$ cat config.mk
export PLATFORM = sky130hd
export DESIGN_NAME = status_event_aggregator
export DESIGN_NICKNAME = d
export VERILOG_FILES = /design/src/hw/status_event_pkg.sv /design/src/hw/status_event_aggregator.sv /design/src/hw/summary_or.sv
export SDC_FILE = /design/constraint.sdc
export NUM_CORES = 1
export LEC_CHECK = 0
export ABC_AREA = 1
export BUFFER_PORTS_ARGS = -buffer_cell sky130_fd_sc_hd__buf_4
export CAP_MARGIN = 5
export CORE_MARGIN = 2
export CORE_UTILIZATION = 39
export CTS_CLUSTER_SIZE = 24
export DETAILED_ROUTE_END_ITERATION = 10
export GPL_ROUTABILITY_DRIVEN = 0
export PLACE_DENSITY = 0.77
export SLEW_MARGIN = 30
export SYNTH_ARGS = -nofsm -noshare
export SYNTH_HDL_FRONTEND = slang
export SYNTH_SLANG_ARGS = --single-unit
$ cat constraint.sdc
create_clock -name i_clk -period 0.9 [get_ports i_clk]
set_input_delay 0 -clock i_clk [delete_from_list [all_inputs] [get_ports i_clk]]
set_output_delay 0 -clock i_clk [all_outputs]
set_load 0.02 [all_outputs]
$ cat src/hw/status_event_pkg.sv
// Purpose : constants shared by the status event aggregator
// Assumes : command parser decodes queries and writes into strobes
// Notes   : bit positions of event flags and status byte summaries
package status_event_pkg;
   // ****************************************************************
   // standard event flag positions
   // ****************************************************************
   localparam int OPERATION_DONE_BIT  = 0;
   localparam int REQUEST_CONTROL_BIT = 1;
   localparam int QUERY_FAULT_BIT     = 2;
   localparam int DEVICE_FAULT_BIT    = 3;
   localparam int RUN_FAILURE_BIT     = 4;
   localparam int COMMAND_SYNTAX_BIT  = 5;
   localparam int USER_REQUEST_BIT    = 6;
   localparam int POWER_UP_BIT        = 7;
   // ****************************************************************
   // operation event flag positions
   // ****************************************************************
   localparam int OP_SCAN_BIT         = 4;
   localparam int OP_TRIGGER_WAIT_BIT = 5;
   localparam int OP_REMOTE_BIT       = 10;
   localparam int OP_CLOSE_DONE_BIT   = 11;
   localparam int OP_ERROR_BIT        = 13;
   // ****************************************************************
   // questionable event flag positions
   // ****************************************************************
   localparam int QS_BACKUP_ERR_BIT   = 7;
   localparam int QS_INFO_ERR_BIT     = 8;
   // ****************************************************************
   // status byte positions
   // ****************************************************************
   localparam int SB_QUES_SUMMARY_BIT = 3;
   localparam int SB_STD_SUMMARY_BIT  = 5;
   localparam int SB_MASTER_BIT       = 6;
   localparam int SB_OPER_SUMMARY_BIT = 7;
   localparam int SB_MAV_BIT          = 4;
   localparam int SB_ERROR_BIT        = 2;
   // ****************************************************************
   // implemented bits and reset values
   // ****************************************************************
   localparam logic [7:0]  STD_IMPL_MASK  = 8'hBD;
   localparam logic [15:0] OPER_IMPL_MASK = 16'h2C30;
   localparam logic [15:0] QUES_IMPL_MASK = 16'h0180;
   localparam logic [7:0]  STD_FLAGS_RESET = 8'h80;
   localparam logic [7:0]  STD_MASK_RESET  = 8'h00;
   localparam logic [15:0] EVT_MASK_RESET  = 16'h0000;
   localparam logic [7:0]  SRQ_MASK_RESET  = 8'h00;
   localparam logic [15:0] EVT_FLAGS_RESET = 16'h0000;
   localparam logic [7:0]  STATUS_BYTE_RESET = 8'h00;
endpackage

$ cat src/hw/status_event_aggregator.sv
// Purpose : event flag registers, masks and status byte summaries
// Assumes : parser decodes queries into one-cycle strobes; state inputs are
//           same-clock logic; i_rst_n is power-on reset
// Notes   : a hardware set in the same cycle as a clear wins
//
// Functional notes
// eight-bit standard event flags; enabled set bit raises status bit 5
// standard flags clear on clear-status, on their query, and at power-on except bit 7
// power-up flag bit 7 set on power application or outage recovery
// user-request bit 6 and request-control bit 1 never set
// syntax errors set bit 5; rest of message ignored until terminator
// failed command execution sets run-failure flag bit 4
// internal device faults set device-fault flag bit 3
// queue overflow or loss sets bit 2 and clears output queue
// operation-done bit 0 set when all prior messages completed
// standard mask bit enables matching flag into summary
// two sixteen-bit device event registers, each with own mask
// enabled operation flag raises status byte bit 7
// enabled questionable flag raises status byte bit 3
// device event registers clear on clear-status, power-on, own query
// operation bit 13 set on error, cleared by error-detail query
// operation bit 11 set when channel closing completes
// operation bit 10 set while in remote state
// operation bit 5 set while waiting for trigger
// operation bit 4 set while scan sequence runs
// master summary bit 6 rises on enabled status bit rising; request raised
// power-on clears event registers except power-up flag bit 7
// summaries are continuous or of flag and mask; reserved bits read zero
`timescale 1ns/100ps
module status_event_aggregator
   import status_event_pkg::*;
(
   input  wire logic        i_clk,
   input  wire logic        i_rst_n,
   // command strobes from the parser
   input  wire logic        i_clear_status,
   input  wire logic        i_std_flags_query,
   input  wire logic        i_oper_flags_query,
   input  wire logic        i_ques_flags_query,
   input  wire logic        i_error_query,
   input  wire logic        i_std_mask_write,
   input  wire logic [7:0]  i_std_mask_data,
   input  wire logic        i_oper_mask_write,
   input  wire logic [15:0] i_oper_mask_data,
   input  wire logic        i_ques_mask_write,
   input  wire logic [15:0] i_ques_mask_data,
   input  wire logic        i_srq_mask_write,
   input  wire logic [7:0]  i_srq_mask_data,
   input  wire logic        i_serial_poll,
   // event sources
   input  wire logic        i_power_recovered,
   input  wire logic        i_syntax_error,
   input  wire logic        i_message_terminator,
   input  wire logic        i_run_failure,
   input  wire logic        i_device_fault,
   input  wire logic        i_queue_overflow,
   input  wire logic        i_queue_data_lost,
   input  wire logic        i_all_ops_done,
   input  wire logic        i_device_error,
   input  wire logic        i_close_done,
   input  wire logic        i_remote_state,
   input  wire logic        i_awaiting_trigger,
   input  wire logic        i_scan_running,
   input  wire logic        i_backup_error,
   input  wire logic        i_info_error,
   input  wire logic        i_message_available,
   input  wire logic        i_error_pending,
   // readback and summaries
   output logic [7:0]       o_standard_event_flags,
   output logic [7:0]       o_standard_event_mask,
   output logic [15:0]      o_operation_event_flags,
   output logic [15:0]      o_operation_event_mask,
   output logic [15:0]      o_questionable_event_flags,
   output logic [15:0]      o_questionable_event_mask,
   output logic [7:0]       o_status_byte,
   output logic [7:0]       o_srq_mask,
   output logic             o_service_request,
   output logic             o_discard_message,
   output logic             o_clear_output_queue
);
   // ****************************************************************
   // registers
   // ****************************************************************
   logic [7:0]  std_flags_reg;
   logic [7:0]  std_flags_next;
   logic [7:0]  std_mask_reg;
   logic [15:0] oper_flags_reg;
   logic [15:0] oper_flags_next;
   logic [15:0] oper_mask_reg;
   logic [15:0] ques_flags_reg;
   logic [15:0] ques_flags_next;
   logic [15:0] ques_mask_reg;
   logic [7:0]  srq_mask_reg;
   logic [7:0]  status_byte_reg;
   logic [7:0]  status_byte_next;
   logic        master_reg;
   logic        srq_reg;
   logic        discard_reg;
   logic        clear_queue_reg;
   logic        std_event_summary;
   logic        operation_summary;
   logic        questionable_summary;
   logic [7:0]  std_set;
   logic [15:0] oper_set;
   logic [15:0] ques_set;
   logic [7:0]  sb_enabled;
   logic        sb_rise;
   // ****************************************************************
   // summary reduction
   // ****************************************************************
   summary_or #(.WIDTH(8)) std_sum (
      .i_flags (std_flags_reg),
      .i_mask  (std_mask_reg),
      .o_any   (std_event_summary)
   );
   summary_or #(.WIDTH(16)) oper_sum (
      .i_flags (oper_flags_reg),
      .i_mask  (oper_mask_reg),
      .o_any   (operation_summary)
   );
   summary_or #(.WIDTH(16)) ques_sum (
      .i_flags (ques_flags_reg),
      .i_mask  (ques_mask_reg),
      .o_any   (questionable_summary)
   );
   // ****************************************************************
   // standard event flags
   // ****************************************************************
   always_comb begin
      std_set                      = 8'h00;
      std_set[POWER_UP_BIT]        = i_power_recovered;
      std_set[COMMAND_SYNTAX_BIT]  = i_syntax_error;
      std_set[RUN_FAILURE_BIT]     = i_run_failure;
      std_set[DEVICE_FAULT_BIT]    = i_device_fault;
      std_set[QUERY_FAULT_BIT]     = i_queue_overflow | i_queue_data_lost;
      std_set[OPERATION_DONE_BIT]  = i_all_ops_done;
      std_flags_next = std_flags_reg;
      if (i_clear_status || i_std_flags_query) begin
         std_flags_next = 8'h00;
      end
      std_flags_next = (std_flags_next | std_set) & STD_IMPL_MASK;
   end
   always_ff @(posedge i_clk or negedge i_rst_n) begin
      if (!i_rst_n) begin
         std_flags_reg <= STD_FLAGS_RESET;
      end else begin
         std_flags_reg <= std_flags_next;
      end
   end
   always_ff @(posedge i_clk or negedge i_rst_n) begin
      if (!i_rst_n) begin
         std_mask_reg <= STD_MASK_RESET;
      end else if (i_std_mask_write) begin
         std_mask_reg <= i_std_mask_data;
      end
   end
   // ****************************************************************
   // device-specific event registers
   // ****************************************************************
   always_comb begin
      oper_set                      = 16'h0000;
      oper_set[OP_ERROR_BIT]        = i_device_error;
      oper_set[OP_CLOSE_DONE_BIT]   = i_close_done;
      oper_set[OP_REMOTE_BIT]       = i_remote_state;
      oper_set[OP_TRIGGER_WAIT_BIT] = i_awaiting_trigger;
      oper_set[OP_SCAN_BIT]         = i_scan_running;
      oper_flags_next = oper_flags_reg;
      if (i_clear_status || i_oper_flags_query) begin
         oper_flags_next = 16'h0000;
      end
      if (i_error_query) begin
         oper_flags_next[OP_ERROR_BIT] = 1'b0;
      end
      oper_flags_next = (oper_flags_next | oper_set) & OPER_IMPL_MASK;
   end
   always_comb begin
      ques_set                    = 16'h0000;
      ques_set[QS_BACKUP_ERR_BIT] = i_backup_error;
      ques_set[QS_INFO_ERR_BIT]   = i_info_error;
      ques_flags_next = ques_flags_reg;
      if (i_clear_status || i_ques_flags_query) begin
         ques_flags_next = 16'h0000;
      end
      ques_flags_next = (ques_flags_next | ques_set) & QUES_IMPL_MASK;
   end
   always_ff @(posedge i_clk or negedge i_rst_n) begin
      if (!i_rst_n) begin
         oper_flags_reg <= EVT_FLAGS_RESET;
         ques_flags_reg <= EVT_FLAGS_RESET;
      end else begin
         oper_flags_reg <= oper_flags_next;
         ques_flags_reg <= ques_flags_next;
      end
   end
   always_ff @(posedge i_clk or negedge i_rst_n) begin
      if (!i_rst_n) begin
         oper_mask_reg <= EVT_MASK_RESET;
         ques_mask_reg <= EVT_MASK_RESET;
      end else begin
         if (i_oper_mask_write) begin
            oper_mask_reg <= i_oper_mask_data;
         end
         if (i_ques_mask_write) begin
            ques_mask_reg <= i_ques_mask_data;
         end
      end
   end
   // ****************************************************************
   // status byte and service request
   // ****************************************************************
   always_comb begin
      status_byte_next                      = 8'h00;
      status_byte_next[SB_OPER_SUMMARY_BIT] = operation_summary;
      status_byte_next[SB_STD_SUMMARY_BIT]  = std_event_summary;
      status_byte_next[SB_MAV_BIT]          = i_message_available;
      status_byte_next[SB_QUES_SUMMARY_BIT] = questionable_summary;
      status_byte_next[SB_ERROR_BIT]        = i_error_pending;
      sb_enabled = status_byte_next & srq_mask_reg & ~(8'h01 << SB_MASTER_BIT);
      sb_rise    = |(sb_enabled & ~(status_byte_reg & srq_mask_reg));
   end
   always_ff @(posedge i_clk or negedge i_rst_n) begin
      if (!i_rst_n) begin
         srq_mask_reg <= SRQ_MASK_RESET;
      end else if (i_srq_mask_write) begin
         srq_mask_reg <= i_srq_mask_data;
      end
   end
   always_ff @(posedge i_clk or negedge i_rst_n) begin
      if (!i_rst_n) begin
         status_byte_reg <= STATUS_BYTE_RESET;
      end else begin
         status_byte_reg <= status_byte_next;
      end
   end
   // master summary holds until clear-status; a new rise wins over the clear
   always_ff @(posedge i_clk or negedge i_rst_n) begin
      if (!i_rst_n) begin
         master_reg <= 1'b0;
      end else if (sb_rise) begin
         master_reg <= 1'b1;
      end else if (i_clear_status) begin
         master_reg <= 1'b0;
      end
   end
   // request is read and cleared by serial poll
   always_ff @(posedge i_clk or negedge i_rst_n) begin
      if (!i_rst_n) begin
         srq_reg <= 1'b0;
      end else if (sb_rise) begin
         srq_reg <= 1'b1;
      end else if (i_serial_poll || i_clear_status) begin
         srq_reg <= 1'b0;
      end
   end
   // ****************************************************************
   // message discard and queue clear
   // ****************************************************************
   always_ff @(posedge i_clk or negedge i_rst_n) begin
      if (!i_rst_n) begin
         discard_reg <= 1'b0;
      end else if (i_syntax_error) begin
         discard_reg <= 1'b1;
      end else if (i_message_terminator) begin
         discard_reg <= 1'b0;
      end
   end
   always_ff @(posedge i_clk or negedge i_rst_n) begin
      if (!i_rst_n) begin
         clear_queue_reg <= 1'b0;
      end else begin
         clear_queue_reg <= i_queue_overflow | i_queue_data_lost;
      end
   end
   // ****************************************************************
   // outputs
   // ****************************************************************
   assign o_standard_event_flags     = std_flags_reg;
   assign o_standard_event_mask      = std_mask_reg;
   assign o_operation_event_flags    = oper_flags_reg;
   assign o_operation_event_mask     = oper_mask_reg;
   assign o_questionable_event_flags = ques_flags_reg;
   assign o_questionable_event_mask  = ques_mask_reg;
   assign o_srq_mask                 = srq_mask_reg;
   assign o_service_request          = srq_reg;
   assign o_discard_message          = discard_reg;
   assign o_clear_output_queue       = clear_queue_reg;
   always_comb begin
      o_status_byte                = status_byte_reg;
      o_status_byte[SB_MASTER_BIT] = master_reg;
   end
endmodule

$ cat src/hw/summary_or.sv
// Purpose : or-reduce event flags gated by an enable mask
// Assumes : flags and mask are registered
// Notes   : purely combinational
`timescale 1ns/100ps
module summary_or #(
   parameter int WIDTH = 8
) (
   input  wire logic [WIDTH-1:0] i_flags,
   input  wire logic [WIDTH-1:0] i_mask,
   output logic                  o_any
);
   if (WIDTH < 1) begin : gen_bad_width
      $error("summary_or width must be positive");
   end
   logic [WIDTH-1:0] gated;
   genvar g;
   generate
      for (g = 0; g < WIDTH; g++) begin : gate_bits
         assign gated[g] = i_flags[g] & i_mask[g];
      end
   endgenerate
   assign o_any = |gated;
endmodule

==> results of run 1 <==
[cells in the final DEF (no fill, tap or decap), drive strengths merged]
| cell type | count |
|---|---|
| a21oi | 1 |
| buf | 182 |
| clkbuf | 12 |
| clkinv | 4 |
| conb | 29 |
| dfrtp | 69 |
| dfstp | 1 |
| dlygate4sd3 | 70 |
| dlymetal6s4s | 1 |
| inv | 24 |
| mux2 | 47 |
| nand2 | 27 |
| nand3 | 2 |
| nand3b | 1 |
| nand4 | 2 |
| nor2 | 4 |
| o21ai | 3 |
| o21bai | 12 |
| o31ai | 1 |
| or2 | 4 |
[routing by layer]
metal  GRT usage (%)  part of all wire, %  vias to the layer above
met5               0                    0                        -
met4           7.338                  1.6                        0
met3           5.207                  5.3                       14
met2           39.23                   57                      104
met1           22.50                   36                     1276
li1                -                    -                     1215
[repair_timing]
item                                    4_1_cts  5_1_grt
endpoints found under the setup margin       48       83
hold endpoints to repair                    136        0
pin swaps                                     6        9
cloned                                        0        0
gates resized for setup                      73       34
hold buffers                                 72        0
setup buffers                                 1        6
[power breakdown]
part / internal [mW] / leakage (nW) / switching, mW / total [mW]
registers: 3.46 / 0.795 / 0.228 / 3.68
logic: 1.52 / 1.96 / 1.14 / 2.66
clock network: 0.994 / 0.0841 / 1.09 / 2.09
total: 5.97 / 2.84 / 2.46 / 8.44
[worst max-delay path, stage by stage (launching register included)]
cell and delay (ns):
dfrtp_1 0.41, nand2_1 0.10, nand2_2 0.07, nor2_2 0.13
nand2_1 0.09, nand2_1 0.10, nand4_1 0.09
[area by class of cell]
class / count / share of cell area [%]
Timing Repair Buffer: 253 / 43.60
Sequential cell: 70 / 31.37
Tap cell: 102 / 2.268
Inverter: 24 / 1.601
Clock inverter: 4 / 0.4224
Clock buffer: 12 / 2.401
Multi-Input combinational cell: 133 / 18.34
[through the flow]
stage                     cells  power, mW  area, sq um  worst slack, ns  TNS, ns
after floorplan             264      4.769         3162         -0.07199  -0.1799
after global placement      507      5.693         4349         -0.07741  -0.1745
after detailed placement    507      5.741         4349          -0.1170  -0.2566
after CTS                   596      8.353         5509          -0.1931   -3.007
after global routing        598      8.853         5628          -0.2807   -4.419
final                       598      8.435         5628          -0.2288   -2.779
[final timing paths]
check | from | end | cells past startpoint
setup / recovery | o_standard_event_mask[3]$_DFFE_PN0P_ | master_reg$_DFFE_PN0P_ | 6
hold / removal | i_clear_status | master_reg$_DFFE_PN0P_ | 4
setup reg to reg | o_standard_event_mask[3]$_DFFE_PN0P_ | master_reg$_DFFE_PN0P_ | 6
hold reg to reg | o_srq_mask[1]$_DFFE_PN0P_ | o_srq_mask[1]$_DFFE_PN0P_ | 1
max in group asynchronous | i_rst_n | o_standard_event_flags[7]$_DFF_PN1_ | 3
min in group asynchronous | i_rst_n | o_srq_mask[6]$_DFFE_PN0P_ | 2
[cell families after synthesis]
logic type / count (synthesis) / synth area share, %
compound gates: 17 / 3.867
buf+inv: 61 / 12.88
flops: 70 / 57.63
mux: 47 / 19.87
other cells: 1 / 0.1233
simple gates: 40 / 5.635
==> impl_metrics.tcl, run 1 <==
set metrics [dict create \
    ant_nets 0 \
    violations "setup timing" \
    cts.sinks 70 \
    clock_skew_ns 0.01136 \
    timing.final.crit_share_pct 125.4 \
    multi_input_area_sq_um 1032 \
    clk_pin_slew_ns 0.07 \
    cp-end-kind "register" \
    coreArea_sq_um 7647 \
    start_util_pct 39.77 \
    rrSetupSlack_ns -0.23 \
    ys_seq_area_share_pct 57.63 \
    hold_viol_final 0 \
    routed_wirelength_mm 9.084 \
    cts_tree "done" \
    cp_max_fo 2 \
    synth_common_cells "dfrtp_1 (69), buf_4 (30), mux2_2 (27), nand2_1 (27), inv_1 (24)" \
    leakagePower_nw 2.836 \
    grt_setup_unrepaired "true" \
    setup_violations 38 \
    async_flop_share_pct 100.0 \
    gr-usage-all-layers_pct 20.85 \
    layout_setup_ws_ns -0.2288 \
    antenna_found_initial 0 \
    die_h_um 92.31 \
    drv_slew 0 \
    synth_top_cell_by_area "dfrtp_1" \
    arrival_ns 1.32 \
    status "complete, but fails checks" \
    grt_pass1_vias 2878 \
    synth.most_common_cell "dfrtp_1" \
    synth_top_area_share_pct 56.77 \
    worst_hold_slack_ns 0.02384 \
    clk_latency_ns 0.33 \
    rows 32 \
    io_pins 176 \
    grt_max_degree 27 \
    drv_cap 0 \
    worst-setup-path-type "reg2reg" \
    synthTopCellsByArea "dfrtp_1 (57%), mux2_2 (10%), mux2_4 (9.9%)" \
    fmax_ghz 0.8859 \
    fill_cells 482 \
    numCtsBuffers 9 \
    post-route-drc-count 0 \
    die-area_sq_um 8521 \
    nets 568 \
    critPathLaunchType "register" \
    die_x_um 92.31 \
    synth_edf_count 0 \
    h-tree-depth 3 \
    hold_class "in2reg" \
    grt_pass1_wl_mm 13.73 \
    root_buffer "clkbuf_8" \
    yosysWarnings 0 \
    wl_per_cell_um 15.19 \
    ir_worst_vdd_v 0.0008298 \
    cp.required_ns 1.09 \
    ff_latch_area_sq_um 1765 \
    synth.distinct_cells 23 \
    diodes 0 \
    ys.flop_type "dfrtp_1" \
    avgViaCountPerCell 4.363 \
    io_buffers 146 \
    synth.avg_cell_area_sq_um 12.89 \
    place_hpwl_mm 5.453 \
    drive_gt1_share_pct 53.02 \
    grt_overflow_total 0 \
    syn_area_sq_um 3042 \
    clock_path_buffers 2 \
    vias 2609 \
    finish.utilization_pct 73.59 \
    drtPass1Iterations 4 \
    area_growth_pct 85.03 \
    ys_ff_latch 70 \
    period_needed_ns 1.129 \
    power_density_nw_per_um2 1499 \
    drtIter0Drc 38 \
    synth_cells 236 \
]
No activity file was read; power rests on OpenSTA's default activity.
==> inputs of run 2 (changes only) <==
--- a/config.mk
+++ b/config.mk
@@ -9,12 +9,13 @@
 export BUFFER_PORTS_ARGS = -buffer_cell sky130_fd_sc_hd__buf_4
 export CAP_MARGIN = 5
 export CORE_MARGIN = 2
-export CORE_UTILIZATION = 39
+export CORE_UTILIZATION = 40
 export CTS_CLUSTER_SIZE = 24
 export DETAILED_ROUTE_END_ITERATION = 10
 export GPL_ROUTABILITY_DRIVEN = 0
-export PLACE_DENSITY = 0.77
+export PLACE_DENSITY = 0.78
 export SLEW_MARGIN = 30
 export SYNTH_ARGS = -nofsm -noshare
 export SYNTH_HDL_FRONTEND = slang
+export SYNTH_HIERARCHICAL = 1
 export SYNTH_SLANG_ARGS = --single-unit
==> run 2 against run 1 <==
The flow still finishes with violations (setup timing). Wire length up 19%. Critical path depth grew 4. Via count is 16% higher. Combinational power rose by 9.4%. Cell area is 8.7% higher. Clock power grew 7%. Clock skew fell by 0.0025 ns. Worst hold slack better by 0.034 ns. First-iteration DRC count is 110% higher. Largest cell class unchanged. Largest power group unchanged. Highest routed layer unchanged.
==> impl_metrics.tcl, run 2 <==
set metrics [dict create \
    post-route-drc-count 0 \
    seqPwrFrac_pct 41.8 \
    final_common_cell "buf_6" \
    avgViaCountPerCell 4.325 \
    routed_wirelength_mm 10.84 \
    synthTopCellsByArea "dfrtp_1 (53%), mux2_2 (9.7%), mux2_4 (9.2%)" \
    violations "setup timing" \
    internal_power_mw 6.155 \
    wl_per_cell_um 15.50 \
    area_growth_pct 88.29 \
    synth_top_cell_by_area "dfrtp_1" \
    arrival_ns 1.47 \
    yosys.area_share.simple_pct 11.24 \
    cp.required_ns 1.11 \
    root_buffer "clkbuf_8" \
    hold_start "i_oper_flags_query" \
    setup_violations 46 \
    clk_latency_ns 0.33 \
    status "complete, but fails checks" \
    clk_pin_slew_ns 0.08 \
    holdPathEnd "o_operation_event_flags[13]$_DFF_PN0_" \
    synth_cells 291 \
    vias 3023 \
    fmax_ghz 0.7962 \
    swShare_pct 30.31 \
    synth_top_area_share_pct 53.14 \
    rows 32 \
    timing.final.crit_share_pct 139.5 \
    hold_viol_final 0 \
    synth.distinct_cells 21 \
    syn_area_sq_um 3249 \
    place_hpwl_mm 6.277 \
    synth_fa_ha_area_share_pct 0 \
    synth-compound-area-share_pct 3.235 \
    ant_nets 0 \
    power_frac_clock_pct 25.3 \
    finish.utilization_pct 78.37 \
    diodes 0 \
    power.total_mw 8.833 \
    cts.sinks 70 \
    worst-setup-path-type "reg2reg" \
    clock_path_buffers 2 \
    synthMuxAreaShare_pct 18.94 \
    cp-end-kind "register" \
    combinationalPowerShare_pct 32.9 \
    r2r-end "o_service_request$_DFFE_PN0P_" \
    antenna_found_initial 0 \
    synth.avg_cell_area_sq_um 11.17 \
    drv_cap 0 \
    grt_overflow_total 0 \
    cp_max_fo 2 \
    h-tree-depth 3 \
    ys_seq_area_share_pct 53.95 \
    period_needed_ns 1.256 \
    synth_common_cells "nand2_1 (72), dfrtp_1 (69), buf_4 (30)" \
    leakagePower_nw 3.172 \
    clock_skew_ns 0.008904 \
    die_h_um 94.13 \
    grt_max_degree 34 \
    nets 669 \
    final_cell_mix "buf_6 (102), buf_4 (97), nand2_1 (72), dlygate4sd3_1 (72), dfrtp_1 (59)" \
    p_switching_mw 2.678 \
    yosysWarnings 6 \
    grt_pass1_wl_mm 16.10 \
    io_pins 176 \
    gr-usage-all-layers_pct 24.29 \
    synth_edf_count 0 \
    r2r_start "o_operation_event_mask[5]$_DFFE_PN0P_" \
    die-area_sq_um 8860 \
    power_density_nw_per_um2 1444 \
    async_flop_share_pct 100.0 \
    holdPathStages 4 \
    synth_top_family_by_area "multiplexers" \
    rrSetupSlack_ns -0.36 \
    layout_setup_ws_ns -0.3559 \
    hold_class "in2reg" \
    drive_gt1_share_pct 47.57 \
    coreArea_sq_um 7807 \
    worstRegToRegCells 10 \
    ys_ff_latch 70 \
    cts_tree "done" \
    start_util_pct 41.62 \
    drtIter0Drc 78 \
    grt_pass1_vias 3355 \
    grt_setup_unrepaired "true" \
    critPathLaunchType "register" \
    die_x_um 94.13 \
    synth.most_common_cell "nand2_1" \
    numCtsBuffers 9 \
    io_buffers 146 \
    drv_slew 0 \
    ys.flop_type "dfrtp_1" \
    synth-xor-area-share_pct 0 \
    drtPass1Iterations 4 \
    ir_worst_vdd_v 0.001214 \
]
run 2: cell types whose count changed after synthesis, sizes merged, moves of 2 or more:
cell	delta
nand2	+45
nor2	+8
a31o	+4
inv	+4
o21bai	-4
nand3	+3
or2	-2
run 2: cells by family (layout without fill, tap and decap cells):
logic type,count (synthesis),count (layout)
flip-flops,70,70
AND/OR/NAND/NOR,93,93
other,1,56
AO/OA/AOI/OAI,14,14
buffers and inverters,65,316
multiplexers,48,48
run 2: worst max-delay path by stage:
stage | depth (start not counted) | from | to
final | 10 | o_operation_event_mask[5]$_DFFE_PN0P_ | o_service_request$_DFFE_PN0P_
after CTS | 10 | o_questionable_event_mask[7]$_DFFE_PN0P_ | o_service_request$_DFFE_PN0P_
after floorplan | 10 | o_operation_event_mask[11]$_DFFE_PN0P_ | master_reg$_DFFE_PN0P_
after global routing | 10 | o_operation_event_mask[5]$_DFFE_PN0P_ | o_service_request$_DFFE_PN0P_
after global placement | 8 | o_standard_event_flags[4]$_DFF_PN0_ | o_service_request$_DFFE_PN0P_
after detailed placement | 8 | o_standard_event_flags[4]$_DFF_PN0_ | o_service_request$_DFFE_PN0P_
run 2: final cells by class:
| cell class | instances | area [sq um] |
|---|---|---|
| multi-input cells | 211 | 1328 |
| fillers | 479 | 1689 |
| clock inverters | 6 | 37.54 |
| flip-flops and latches | 70 | 1765 |
| well taps | 102 | 127.6 |
| clock buffers | 10 | 137.6 |
| repair buffers | 272 | 2618 |
| inverters | 28 | 105.1 |
run 2: power groups by stage:
stage          Combinational (mW)  Sequential, mW  Clock [mW]
4_1_cts                      2.70            3.66        2.28
2_1_floorplan               0.807            4.03           0
3_5_place_dp                 2.09            3.70           0
6_report                     2.91            3.69        2.23
3_3_place_gp                 2.06            3.68           0
5_1_grt                      3.09            3.72        2.45
run 2: through the flow:
stage	setup TNS, ns	hold slack, ns	instances	setup WS, ns	instance area, sq um
2_1_floorplan	-0.5619	-0.2956	346	-0.2809	3468
3_3_place_gp	-0.6726	-0.07967	587	-0.3363	4628
3_5_place_dp	-0.7281	-0.07555	587	-0.3670	4628
4_1_cts	-3.644	0.003164	692	-0.3068	5943
5_1_grt	-6.355	0.06502	699	-0.4325	6118
6_report	-3.602	0.05834	699	-0.3559	6118
run 2: per-layer routing:
metal / track usage, % / part of all wire, %
met1: 23.86 / 36
met3: 7.223 / 6.1
met5: 0 / 0
met2: 48.51 / 56
met4: 6.401 / 1.7
run 2: what timing repair did:
action                                 4_1_cts  5_1_grt
setup endpoints to repair                   71       98
hold buffers                                71        2
setup buffers                               24       16
endpoints found under the hold margin      136        3
resized for setup                           79       39
pin swaps                                    5        4
run 2: worst max-delay path, cell delays in order (launching register included):
cell,delay [ns]
dfrtp_2,0.42
nand2_1,0.09
nand2_1,0.06
inv_1,0.05
nand2_1,0.06
nor2_2,0.09
nand2_1,0.07
nand2_1,0.06
nor2_1,0.03
nor2_1,0.11
nand3_1,0.09
==> inputs of run 3 (changes only) <==
--- a/config.mk
+++ b/config.mk
@@ -9,11 +9,13 @@
 export BUFFER_PORTS_ARGS = -buffer_cell sky130_fd_sc_hd__buf_4
 export CAP_MARGIN = 5
 export CORE_MARGIN = 2
-export CORE_UTILIZATION = 40
+export CORE_UTILIZATION = 45
 export CTS_CLUSTER_SIZE = 24
 export DETAILED_ROUTE_END_ITERATION = 10
 export GPL_ROUTABILITY_DRIVEN = 0
-export PLACE_DENSITY = 0.78
+export MAX_ROUTING_LAYER = met4
+export PLACE_DENSITY = 0.83
+export RECOVER_POWER = 100
 export SLEW_MARGIN = 30
 export SYNTH_ARGS = -nofsm -noshare
 export SYNTH_HDL_FRONTEND = slang
==> constraint.sdc (replaced) <==
create_clock -name i_clk -period 1.4 [get_ports i_clk]
set_input_delay 0 -clock i_clk [delete_from_list [all_inputs] [get_ports i_clk]]
set_output_delay 0 -clock i_clk [all_outputs]
set_load 0.02 [all_outputs]
==> run 3 against run 2 <==
The run still ends with setup timing left. Cell area decreased by 10%. Worst hold slack better by 0.016 ns. Sequential cell count unchanged. Fmax decreased by 10%. Worst setup slack better by 0.35 ns. Sequential power fell by 36%. Cell count fell by 6.0%. Die area shrank 11%. Clock power decreased by 4%. Core utilization is 1.4 points higher. Clock-buffer cell count stayed put. Highest routed layer unchanged.
==> impl_metrics.tcl, run 3 (synthesis gave the netlist of run 2 again) <==
set metrics [dict create \
    status "complete, but fails checks" \
    violations "setup timing" \
    met2_length_mm 5.437 \
    gr-usage-all-layers_pct 27.61 \
    clk_pin_slew_ns 0.08 \
    r2r_start "o_srq_mask[4]$_DFFE_PN0P_" \
    start_util_pct 47.05 \
    cp-end-kind "register" \
    crit_slowest_cell "dlygate4sd3_1" \
    wl_per_cell_um 15.56 \
    die_h_um 88.98 \
    clock_skew_ns 0.01031 \
    root_buffer "clkbuf_8" \
    coreArea_sq_um 6907 \
    final_common_cell "buf_4" \
    wl_met3_um 512 \
    cp_max_fo 3 \
    place_hpwl_mm 6.084 \
    h-tree-depth 3 \
    drtIter0Drc 144 \
    vias 3033 \
    routed_wirelength_mm 10.22 \
    grt_setup_unrepaired "true" \
    final_cell_mix "buf_4 (144), dlygate4sd3_1 (88), nand2_1 (70), dfrtp_1 (69), conb_1 (56)" \
    drt-met1-wl_mm 3.702 \
    fill_cells 386 \
    drtPass1Iterations 5 \
    area_growth_pct 69.46 \
    grt_pass1_vias 3225 \
    power.total_mw 5.987 \
    cts.sinks 70 \
    leakagePower_nw 2.841 \
    drv_cap 0 \
    die_x_um 88.98 \
    max_slew_margin_pct 48.87 \
    io_pins 176 \
    avgViaCountPerCell 4.616 \
    grt_overflow_total 0 \
    period_needed_ns 1.402 \
    antenna_found_initial 0 \
    holdPathEnd "o_standard_event_flags[7]$_DFF_PN1_" \
    clk_latency_ns 0.33 \
    worstRegToRegCells 2 \
    fmax_ghz 0.7131 \
    worstPathCellList "mux2_2, dlygate4sd3_1" \
    drv_slew 0 \
    die-area_sq_um 7917 \
    grt_pass1_wl_mm 15.68 \
    io_buffers 146 \
    clock_path_buffers 2 \
    tightest_slew_ns 0.7669 \
    hold_start "i_std_flags_query" \
    grt_max_degree 42 \
    cp.required_ns 1.61 \
    numCtsBuffers 9 \
    post-route-drc-count 0 \
    holdPathStages 3 \
    worst-setup-path-type "reg2reg" \
    layout_setup_ws_ns -0.002265 \
    setup_violations 1 \
    drive_gt1_share_pct 37.97 \
    place_inst 552 \
    fin_cells 657 \
    power_density_nw_per_um2 1087 \
    timing.final.crit_share_pct 100.2 \
    diodes 0 \
    critPathLaunchType "register" \
    dr.max_layer_used "met4" \
    hold_viol_final 0 \
    r2r-end "o_srq_mask[4]$_DFFE_PN0P_" \
    rrSetupSlack_ns -0.002 \
    rows 30 \
    slowest_delay_ns 0.56 \
    ant_nets 0 \
    ir_worst_vdd_v 0.0007209 \
    cts_tree "done" \
    hold_class "in2reg" \
    arrival_ns 1.61 \
    nets 633 \
]
-- run 3: worst max-delay path, delay by kind of cell (launching register included) --
kind,cells,cell delay (ns)
buf+inv,1,0.56
flops,1,0.43
mux,1,0.29
-- run 3: worst max path at each step --
stage	start	endpoint	slack (ns)	cells after the start
finish	o_srq_mask[4]$_DFFE_PN0P_	o_srq_mask[4]$_DFFE_PN0P_	-0.002	2
global route	o_operation_event_mask[5]$_DFFE_PN0P_	o_service_request$_DFFE_PN0P_	-0.006	10
detailed placement	o_questionable_event_flags[7]$_DFF_PN0_	o_service_request$_DFFE_PN0P_	0.08	10
global placement	o_questionable_event_flags[7]$_DFF_PN0_	master_reg$_DFFE_PN0P_	0.09	10
floorplan	o_operation_event_flags[5]$_DFF_PN0_	master_reg$_DFFE_PN0P_	0.17	10
CTS	o_questionable_event_flags[7]$_DFF_PN0_	o_service_request$_DFFE_PN0P_	0.06	10
-- run 3: power breakdown --
group          switching [mW]  internal (mW)
registers               0.158           2.21
logic                   0.724          0.762
clock network           0.771           1.37
total                    1.65           4.33
-- run 3: metrics by stage --
step                      setup TNS [ns]  worst slack [ns]  area (sq um)  util, %  hold slack, ns
after floorplan                        0            0.1727          3456        -         -0.2956
after global placement                 0           0.09445          4390    63.57        -0.04542
after detailed placement               0           0.08475          4390    63.57        -0.04066
after CTS                              0           0.06481          5534    80.13         0.06204
after global routing           -0.005892         -0.005892          5507    79.73         0.06255
final                          -0.002265         -0.002265          5507    79.73         0.07413
-- run 3: routing by layer --
layer / global-route usage (%) / up-vias
met5: - / -
met4: 17.23 / 0
met3: 6.094 / 51
met2: 46.95 / 159
met1: 29.09 / 1451
li1: - / 1372
-- run 3: final cells by class --
type | instances | area (sq um) | share of cell area, %
tap | 96 | 120.1 | 2.181
clock buffer | 10 | 127.6 | 2.318
clock inverter | 6 | 135.1 | 2.454
sequential | 70 | 1753 | 31.83
timing repair buffer | 236 | 1989 | 36.13
multi-input combinational | 211 | 1276 | 23.18
inverter | 28 | 105.1 | 1.909
-- run 3: timing repair --
action	4_1_cts	5_1_grt
hold buffers	88	0
buffers inserted	0	1
resized for setup	0	7
endpoints found under the hold margin	136	0
endpoints found under the setup margin	0	3
